`src/core/abc_pkg.sv`:
```
// Package: burst, transfer, tracker state and protection encodings for the burst tracker
`default_nettype none
package abc_pkg;
	localparam int ADDR_W = 32;
	localparam int DATA_W = 32;
	localparam int BOUND_1K_LSB = 10;
	// Protection bit positions
	localparam int PROT_DATA_BIT = 0;
	localparam int PROT_PRIV_BIT = 1;
	localparam int PROT_BUF_BIT  = 2;
	localparam int PROT_CACHE_BIT = 3;
	// Register port offsets
	localparam logic [3:0] REG_CTRL   = 4'h0;
	localparam logic [3:0] REG_STATUS = 4'h1;
	localparam logic [3:0] REG_NEXT   = 4'h2;
	localparam logic [3:0] REG_COUNT  = 4'h3;
	localparam logic [3:0] REG_CTRLS  = 4'h4;
	localparam logic [2:0] CTRL_RESET = 3'h1;
	localparam int CTRL_EN_BIT = 0;
	localparam int CTRL_USEPROT_BIT = 1;
	localparam int CTRL_CLR_BIT = 2;

	typedef enum logic [2:0] {
		BURST_SINGLE = 3'h0,
		BURST_INCR   = 3'h1,
		BURST_WRAP4  = 3'h2,
		BURST_INCR4  = 3'h3,
		BURST_WRAP8  = 3'h4,
		BURST_INCR8  = 3'h5,
		BURST_WRAP16 = 3'h6,
		BURST_INCR16 = 3'h7
	} abc_burst_t;

	typedef enum logic [1:0] {
		TRANS_IDLE   = 2'h0,
		TRANS_BUSY   = 2'h1,
		TRANS_NONSEQ = 2'h2,
		TRANS_SEQ    = 2'h3
	} abc_trans_t;

	typedef enum logic [2:0] {
		TRK_IDLE  = 3'b001,
		TRK_BURST = 3'b010,
		TRK_LAST  = 3'b100
	} abc_state_t;

	// Address-phase bundle as seen on the bus
	typedef struct packed {
		logic [ADDR_W-1:0] addr;
		abc_trans_t        trans;
		logic              write;
		logic [2:0]        size;
		abc_burst_t        burst;
		logic [3:0]        prot;
	} abc_addr_t;

	// Per-beat decode presented to the user logic
	typedef struct packed {
		logic              valid;
		logic              first;
		logic              last;
		logic              write;
		logic [ADDR_W-1:0] addr;
		logic [2:0]        size;
		logic              data_acc;
		logic              priv;
		logic              bufable;
		logic              cacheable;
	} abc_beat_t;
endpackage
`default_nettype wire

```
`src/core/abc_burst_track.sv`:
```
// Slave-side burst tracker: decodes control, predicts addresses, flags early termination
//Behaviour
// Burst field values 000..111 mean SINGLE, INCR, WRAP4, INCR4, WRAP8, INCR8, WRAP16, INCR16.
// Wrapping bursts wrap beat addresses at size-in-bytes times beats (master's duty).
// Incrementing beats add the size in bytes to the last address (master's duty).
// A burst never crosses a 1kB boundary (master's duty).
// An INCR burst may hold any number of beats, even one.
// Every beat is aligned to its own size (master's duty).
// After a burst starts only SEQ or BUSY may follow; NONSEQ or IDLE ends it early.
// A master that loses the bus finishes the rest as an INCR burst (master's duty).
// Control stays constant through a burst and is timed with the address (master's duty).
// Writes carry data on the write bus; reads get data from the slave on the read bus.
// Size field gives 8 times two to the field value bits per beat.
// The wrap boundary comes from the size field and the burst beat count.
// Protection bits: 0 data/opcode, 1 privileged/user, 2 bufferable, 3 cacheable.
// Protection bits are ignored unless software enables their use.
// Transfer type 00 IDLE, 01 BUSY, 10 NONSEQ, 11 SEQ.
// During BUSY the master already shows the next beat's address and control.
// Tracking state moves only while HREADY is high and clears on reset.
`default_nettype none
module abc_burst_track
	import abc_pkg::*;
#(
	parameter int BEAT_W = 5
) (
	// Clock and reset
	input  wire logic              sys_clk,
	input  wire logic              rst_n,
	// Bus side (address phase sampled while HREADY high, plus write and read data)
	input  wire abc_addr_t         bus_ap,
	input  wire logic              hsel,
	input  wire logic              hready,
	input  wire logic [DATA_W-1:0] hwdata,
	output logic [DATA_W-1:0]      hrdata,
	// User side
	output abc_beat_t              beat_q,
	output logic [DATA_W-1:0]      wdata,
	input  wire logic [DATA_W-1:0] rdata,
	output logic                   early_term_q,
	output logic                   addr_err_q,
	// Register port
	input  wire logic [3:0]        reg_addr,
	input  wire logic [31:0]       reg_wdata,
	input  wire logic              reg_wr,
	input  wire logic              reg_rd,
	output logic [31:0]            reg_rdata
);
	abc_state_t        state_q, state_d;
	logic [ADDR_W-1:0] next_q;
	logic [BEAT_W-1:0] left_q;
	abc_burst_t        burst_q;
	logic [2:0]        size_q;
	logic              write_q;
	logic [2:0]        ctrl_q;
	logic [15:0]       term_cnt_q;
	logic [15:0]       mis_cnt_q;

	wire take     = hready && hsel;
	wire is_seq   = bus_ap.trans == TRANS_SEQ;
	wire is_busy  = bus_ap.trans == TRANS_BUSY;
	wire is_nseq  = bus_ap.trans == TRANS_NONSEQ;
	wire active   = take && (is_seq || is_nseq);
	wire enabled  = ctrl_q[CTRL_EN_BIT];
	wire in_burst = state_q != TRK_IDLE;

	// Bytes per beat is 1 << size, so width is 8 << size bits
	wire [ADDR_W-1:0] step = ADDR_W'(1) << bus_ap.size;
	wire [4:0] beats = (bus_ap.burst == BURST_WRAP4 || bus_ap.burst == BURST_INCR4) ? 5'h04 :
		(bus_ap.burst == BURST_WRAP8 || bus_ap.burst == BURST_INCR8) ? 5'h08 :
		(bus_ap.burst == BURST_WRAP16 || bus_ap.burst == BURST_INCR16) ? 5'h10 : 5'h01;
	wire is_wrap  = !bus_ap.burst[0] && bus_ap.burst != BURST_SINGLE;
	wire fixed    = bus_ap.burst != BURST_INCR;
	// Wrap span is bytes per beat times beat count, as a mask
	wire [ADDR_W-1:0] span  = step * ADDR_W'(beats);
	wire [ADDR_W-1:0] inc   = bus_ap.addr + step;
	wire [ADDR_W-1:0] nxt_a = is_wrap ? ((bus_ap.addr & ~(span - ADDR_W'(1))) |
		(inc & (span - ADDR_W'(1)))) : inc;
	wire misalign = active && ((bus_ap.addr & (step - ADDR_W'(1))) != '0);
	// SEQ beat outside the 1kB page of the predicted address is a master fault the slave reports
	wire cross1k  = active && is_seq && in_burst &&
		(bus_ap.addr[ADDR_W-1:BOUND_1K_LSB] != next_q[ADDR_W-1:BOUND_1K_LSB]);
	// A SEQ that does not match the prediction or the frozen control also counts
	wire mismatch = active && is_seq && in_burst && (bus_ap.addr != next_q ||
		bus_ap.burst != burst_q || bus_ap.size != size_q || bus_ap.write != write_q);
	wire fixed_q_rem = (burst_q != BURST_INCR) && (left_q != '0);
	// NONSEQ or IDLE while beats remain ends the burst early
	wire early    = take && in_burst && fixed_q_rem && (is_nseq || bus_ap.trans == TRANS_IDLE);
	wire use_prot = ctrl_q[CTRL_USEPROT_BIT];

	always_comb begin
		state_d = state_q;
		case (state_q)
			TRK_IDLE:  if (active && is_nseq)
				state_d = (beats == 5'h01 && fixed) ? TRK_LAST : TRK_BURST;
			TRK_BURST: begin
				if (take && (is_nseq || bus_ap.trans == TRANS_IDLE))
					state_d = is_nseq ? TRK_BURST : TRK_IDLE;
				else if (active && fixed_q_rem && left_q == BEAT_W'(1))
					state_d = TRK_LAST;
			end
			TRK_LAST:  if (take && !is_busy) state_d = (active && is_nseq) ? TRK_BURST : TRK_IDLE;
			default:   state_d = TRK_IDLE;
		endcase
		if (state_d == TRK_BURST && active && is_nseq && fixed && beats == 5'h01)
			state_d = TRK_LAST;
	end

	// Update only on HREADY high, clear on reset
	always_ff @(posedge sys_clk or negedge rst_n) begin
		if (!rst_n) begin
			state_q <= TRK_IDLE;
			next_q  <= '0;
			left_q  <= '0;
			burst_q <= BURST_SINGLE;
			size_q  <= 3'h0;
			write_q <= 1'b0;
		end else if (enabled && hready) begin
			state_q <= state_d;
			if (active) begin
				next_q <= nxt_a;
				if (is_nseq) begin
					left_q  <= BEAT_W'(beats - 5'h01);
					burst_q <= bus_ap.burst;
					size_q  <= bus_ap.size;
					write_q <= bus_ap.write;
				end else if (left_q != '0) begin
					left_q <= left_q - BEAT_W'(1);
				end
			end
		end
	end

	// Data phase beat record; BUSY and IDLE are ignored
	always_ff @(posedge sys_clk or negedge rst_n) begin
		if (!rst_n) begin
			beat_q       <= '0;
			early_term_q <= 1'b0;
			addr_err_q   <= 1'b0;
		end else if (hready) begin
			beat_q.valid     <= active && enabled;
			beat_q.first     <= is_nseq;
			beat_q.last      <= state_d == TRK_LAST || (state_d == TRK_IDLE && active);
			beat_q.write     <= bus_ap.write;
			beat_q.addr      <= bus_ap.addr;
			beat_q.size      <= bus_ap.size;
			beat_q.data_acc  <= use_prot ? bus_ap.prot[PROT_DATA_BIT] : 1'b1;
			beat_q.priv      <= use_prot && bus_ap.prot[PROT_PRIV_BIT];
			beat_q.bufable   <= use_prot && bus_ap.prot[PROT_BUF_BIT];
			beat_q.cacheable <= use_prot && bus_ap.prot[PROT_CACHE_BIT];
			early_term_q     <= enabled && early;
			addr_err_q       <= enabled && (misalign || cross1k || mismatch);
		end
	end

	// Write data passes through, read data is held in a flop for the read bus
	assign wdata = hwdata;
	always_ff @(posedge sys_clk or negedge rst_n) begin
		if (!rst_n)
			hrdata <= '0;
		else
			hrdata <= rdata;
	end

	// Counters saturate; below saturation a clear write loses to a same-cycle event
	wire clr = reg_wr && reg_addr == REG_CTRL && reg_wdata[CTRL_CLR_BIT];
	always_ff @(posedge sys_clk or negedge rst_n) begin
		if (!rst_n) begin
			ctrl_q     <= CTRL_RESET;
			term_cnt_q <= '0;
			mis_cnt_q  <= '0;
		end else begin
			if (reg_wr && reg_addr == REG_CTRL)
				ctrl_q <= {1'b0, reg_wdata[1:0]};
			if (hready && enabled && early && term_cnt_q != 16'hffff)
				term_cnt_q <= term_cnt_q + 16'h0001;
			else if (clr)
				term_cnt_q <= '0;
			if (hready && enabled && (misalign || cross1k || mismatch) && mis_cnt_q != 16'hffff)
				mis_cnt_q <= mis_cnt_q + 16'h0001;
			else if (clr)
				mis_cnt_q <= '0;
		end
	end

	wire [31:0] rd_mux = (reg_addr == REG_CTRL)   ? {29'h0, ctrl_q} :
		(reg_addr == REG_STATUS) ? {13'h0, state_q, {(16-BEAT_W){1'b0}}, left_q} :
		(reg_addr == REG_NEXT)   ? next_q :
		(reg_addr == REG_COUNT)  ? {term_cnt_q, mis_cnt_q} :
		(reg_addr == REG_CTRLS)  ? {24'h0, write_q, size_q, 1'b0, burst_q} : 32'h0;
	always_ff @(posedge sys_clk or negedge rst_n) begin
		if (!rst_n)
			reg_rdata <= '0;
		else
			reg_rdata <= reg_rd ? rd_mux : 32'h0;
	end

	// Early termination flag must follow a fixed burst in TRK_BURST that sees NONSEQ or IDLE
	early_flag_a: assert property (@(posedge sys_clk) disable iff (!rst_n)
		(hready && enabled && take && state_q == TRK_BURST && fixed_q_rem && !is_busy && !is_seq)
		|=> early_term_q) else $error("early termination missed");
	no_move_a: assert property (@(posedge sys_clk) disable iff (!rst_n)
		!hready |=> $stable(state_q) && $stable(left_q)) else $error("tracker moved on wait");
	count_load_a: assert property (@(posedge sys_clk) disable iff (!rst_n)
		(enabled && hready && active && is_nseq && bus_ap.burst == BURST_INCR16)
		|=> left_q == BEAT_W'(15)) else $error("beat count wrong");
	wrap_pred_a: assert property (@(posedge sys_clk) disable iff (!rst_n)
		(enabled && hready && active && bus_ap.burst == BURST_WRAP4 && bus_ap.size == 3'h2 &&
		bus_ap.addr[3:0] == 4'hc) |=> next_q[3:0] == 4'h0) else $error("wrap wrong");
	incr_pred_a: assert property (@(posedge sys_clk) disable iff (!rst_n)
		(enabled && hready && active && bus_ap.burst == BURST_INCR8 && bus_ap.size == 3'h1)
		|=> next_q == $past(bus_ap.addr) + 32'h2) else $error("increment wrong");
	prot_mask_a: assert property (@(posedge sys_clk) disable iff (!rst_n)
		(hready && !use_prot) |=> !beat_q.priv && !beat_q.cacheable && beat_q.data_acc)
		else $error("protection not ignored");
	idle_valid_a: assert property (@(posedge sys_clk) disable iff (!rst_n)
		(hready && !active) |=> !beat_q.valid) else $error("idle beat passed");
	align_a: assert property (@(posedge sys_clk) disable iff (!rst_n)
		(hready && enabled && active && bus_ap.size == 3'h2 && bus_ap.addr[1:0] != 2'h0)
		|=> addr_err_q) else $error("misalign missed");
endmodule
`default_nettype wire

```
`config.mk`:
```
export PLATFORM = sky130hd
export DESIGN_NAME = abc_burst_track
export DESIGN_NICKNAME = d
export VERILOG_FILES = /design/src/core/abc_pkg.sv /design/src/core/abc_burst_track.sv
export SDC_FILE = /design/constraint.sdc
export NUM_CORES = 1
export LEC_CHECK = 0
export BUFFER_PORTS_ARGS = -buffer_cell sky130_fd_sc_hd__buf_2
export CAP_MARGIN = 20
export CORE_ASPECT_RATIO = 0.75
export CORE_MARGIN = 2
export CORE_UTILIZATION = 50
export DETAILED_ROUTE_END_ITERATION = 6
export PLACE_DENSITY_LB_ADDON = 0.2
export SYNTH_ARGS = -nofsm -noshare
export SYNTH_HDL_FRONTEND = slang
export SYNTH_SLANG_ARGS = --single-unit
```
`constraint.sdc`:
```
create_clock -name sys_clk -period 3.7 [get_ports sys_clk]
set_input_delay 0.185 -clock sys_clk [delete_from_list [all_inputs] [get_ports sys_clk]]
set_output_delay 0.185 -clock sys_clk [all_outputs]
set_load 0.03 [all_outputs]
```
==> results.toml <==
[synth]
syn-mean-instance-area_um2 = 9.50
synth.yosys.warnings = 0
post_synth_arst_share_pct = 100
instance_count_of_the_mapped_netlist = 1182
synth_top_area_share_pct = 41.9
portion_of_the_post_synthesis_area_used_by_sequential_elements_pct = 42.3
total_of_flip_flops_plus_latches_after_synthesis = 190
dominant_cells_by_area_after_synthesis = "dfrtp_1 (42%), ha_1 (5.9%), xnor2_1 (4.8%), mux2_2 (4.5%), nand2_1 (4.0%)"
yosysMostFrequentCell = "dfrtp_1"
yosysTopAreaCell = "dfrtp_1"
synth_fp_nets = 1400
synth-main-ff-cell = "dfrtp_1"
syn_area_um2 = 11200
synth.distinct_cells = 71
synth-edff-count = 0
synth_top_cells_by_count = "dfrtp_1 (188), nand2_1 (120), nor2_1 (82), o21ai_0 (77), inv_1 (76)"

[cells_and_area]
area_growth_pct = 26.8
seq_area_um2 = 4760
antenna_cells_inserted = 0
num-fill-cells = 1803
num-nets-final = 1659
multi_input_comb_area_um2 = 6070
drive_above_1_share_pct = 30.7

[power_and_ir_drop]
seqPwrFrac_pct = 42.5
power.net_switching_uw = 2230
static-leakage-power_uw = 0.00663
netSwitchingFraction_pct = 35.6
fin_total_pwr_uw = 6270
power_density_nw_per_um2 = 440
internal_power_uw = 4040
ir_drop_v = 0.000312
power.share.combinational_pct = 26.9
clk_network_pwr_share_pct = 30.6

[clock_tree]
cts_tree = "done"
clock_insertion_delay_worst_skew_ns = 0.44
cts_sinks = 190
clk_pin_slew_worst_paths_ns = 0.08
clk_root_buffer_cell = "clkbuf_16"
cts_inserted_buffers = 17
clock_tree.htree_level_count = 4
ctsLongestPathBuffers = 2

[route]
finalWirelength_um = 31800
drc_errors = 0
post_drt_wl_per_cell_um = 18.2
detail_route.vias_per_cell = 5.63
first_iter_violations = 762
detailroute.via_count = 9847
first_pass_iters = 5
postRouteAntennaNets = 0

[floorplanning]
die_h_um = 134
placementRows = 47
die_width_um = 177
design.portCount = 292
coreArea_um2 = 22100
floorplan.die_area_um2 = 23700
initial_core_util_pct = 50.9

[global_route]
global_route.usage.met1_pct = 40.9
antenna_found_initial = 0
grt_first_pass_wirelength_um = 50300
grt_util_met3_pct = 5.58
grt_most_used_layer = "met1"
vias_in_the_first_global_route = 9420
gr-usage-all-layers_pct = 27.1
use_met2_pct = 40.0
grt_overflow = 0
grt_max_degree = 111

[timing]
clock-skew-final_ns = 0.00863
slew_headroom_pct = 36.1
rsz0062_at_grt = "yes"
finalSetupTns_ns = -1.40
setup_ws_ns = -0.167
period_utilization_post_route_pct = 105
clock.fmax_ghz = 0.259
timing.final.crit_period_ns = 3.87
drv_slew = 0
report.final.hold_viol_count = 0
setup_viol = 11
max_slew.worst_pin.slew_ns = 0.958

[place]
port_buffers = 198
hpwl_um = 23200
gp_congestion = 0.890

[outcome]
run_status = "finished with violations"
failed_checks = "negative setup slack"

[critical_path]
cp.arrival_ns = 4.17
reg2regPathDepth = 9
worstPathMaxFanout = 9
critical_path.startpoint_type = "input pin"
critical_path_required_ns = 4.00
setup.worst_path.end_class = "flop"
path_class = "input pin to flop"

[min_path]
timing.hold.worst_path_depth = 2
holdCritPathClass = "input pin to flop"

[flow_run]
maxCapViolCount = 0
==> state kept, by name, indices dropped and copies added (netlist names) <==
register      flops
addr_err_q        1
left_q            5
reg_rdata        32
early_term_q      1
term_cnt_q       16
state_q           3
size_q            3
write_q           1
next_q           32
hrdata           32
ctrl_q            2
burst_q           3
beat_q           43
mis_cnt_q        16
==> worst paths after layout <==
path	startpoint	endpoint	slack, ns
max in group asynchronous	rst_n	ctrl_q[0]	2.28
worst max-delay path	bus_ap[9]	next_q[23]	-0.17
worst max register to register	term_cnt_q[0]	term_cnt_q[10]	0.73
min in group asynchronous	rst_n	reg_rdata[25]	0.40
worst min register to register	beat_q[40]	beat_q[40]	0.49
worst min-delay path	reg_rd	reg_rdata[1]	0.04
==> per-stage QoR <==
step	hold WS [ns]	utilization [%]	instances	cell area [um^2]	worst slack, ns
2_1_floorplan	-0.111	-	1182	11400	-0.619
3_3_place_gp	0.293	58.1	1661	12800	-0.665
3_5_place_dp	0.294	58.1	1661	12800	-0.759
4_1_cts	0.0115	63.2	1735	13900	-0.124
5_1_grt	0.0425	64.6	1748	14200	-0.312
6_report	0.0405	64.6	1748	14200	-0.167
==> metal layers <==
layer | wire length, um | up-vias | part of all wire [%]
met5 | 0 | - | 0
met4 | 450 | 0 | 1.4
met3 | 2420 | 52 | 7.6
met2 | 14100 | 396 | 44
met1 | 14800 | 4785 | 47
li1 | - | 4614 | -
==> what timing repair did <==
item,in CTS,in global routing
buffers inserted,4,13
resized for setup,19,52
hold buffers,38,0
endpoints found under the hold margin,143,0
pin swaps,6,25
setup endpoints to repair,14,24
==> critical path: stages <==
cell     delay [ns]
buf_8          0.11
or3b_4         0.42
inv_4          0.09
nand2_4        0.06
ha_4           0.25
inv_2          0.03
fa_1           0.47
inv_1          0.05
fa_1           0.49
inv_2          0.05
ha_4           0.21
a21o_1         0.16
a221o_1        0.40
a211o_1        0.30
o31a_1         0.28
buf_12         0.16
nor4_4         0.23
xnor2_1        0.15
o21ai_1        0.07
==> placed cells by master, fill, tap and decap left out, types with 13 or more instances in the layout <==
| cell | count |
|---|---|
| buf_2 | 193 |
| dfrtp_1 | 188 |
| nand2_1 | 115 |
| buf_4 | 84 |
| nor2_1 | 77 |
| o21ai_0 | 69 |
| inv_1 | 62 |
| xnor2_1 | 61 |
| ha_1 | 46 |
| mux2_2 | 45 |
| dlygate4sd3_1 | 38 |
| nand3_1 | 33 |
| a21oi_1 | 32 |
| a22oi_1 | 27 |
| nor3_1 | 23 |
| clkbuf_16 | 17 |
| nand4_1 | 15 |
| o21ai_1 | 15 |
| nor3b_1 | 13 |
| fa_1 | 13 |
==> power groups by stage <==
stage / registers (uW) / clock network, uW / logic (uW)
2_1_floorplan: 2740 / 0 / 933
3_3_place_gp: 2690 / 0 / 1490
3_5_place_dp: 2690 / 0 / 1520
4_1_cts: 2660 / 1960 / 1580
5_1_grt: 2700 / 2040 / 1850
6_report: 2660 / 1920 / 1680
==> cells by family (layout without fill, tap and decap cells) <==
kind of cell / Yosys count / in the layout / share of synthesized area, %
AOI/OAI and AO/OA: 251 / 251 / 14.5
xor gates and xnor gates: 74 / 74 / 5.77
adders and majority gates: 67 / 67 / 8.40
buffers and inverters: 162 / 434 / 6.62
DFF: 190 / 190 / 42.3
muxes: 50 / 50 / 4.96
and+or+nand+nor: 388 / 388 / 17.4
==> area by class of cell <==
class / count / area share (%)
Timing Repair Buffer: 326 / 15.0
Multi-Input combinational cell: 830 / 42.6
Inverter: 76 / 2.04
Tap cell: 294 / 2.58
Clock buffer: 17 / 2.99
Sequential cell: 190 / 33.4
Clock inverter: 15 / 1.36
Power figures use the tool's default switching activity.
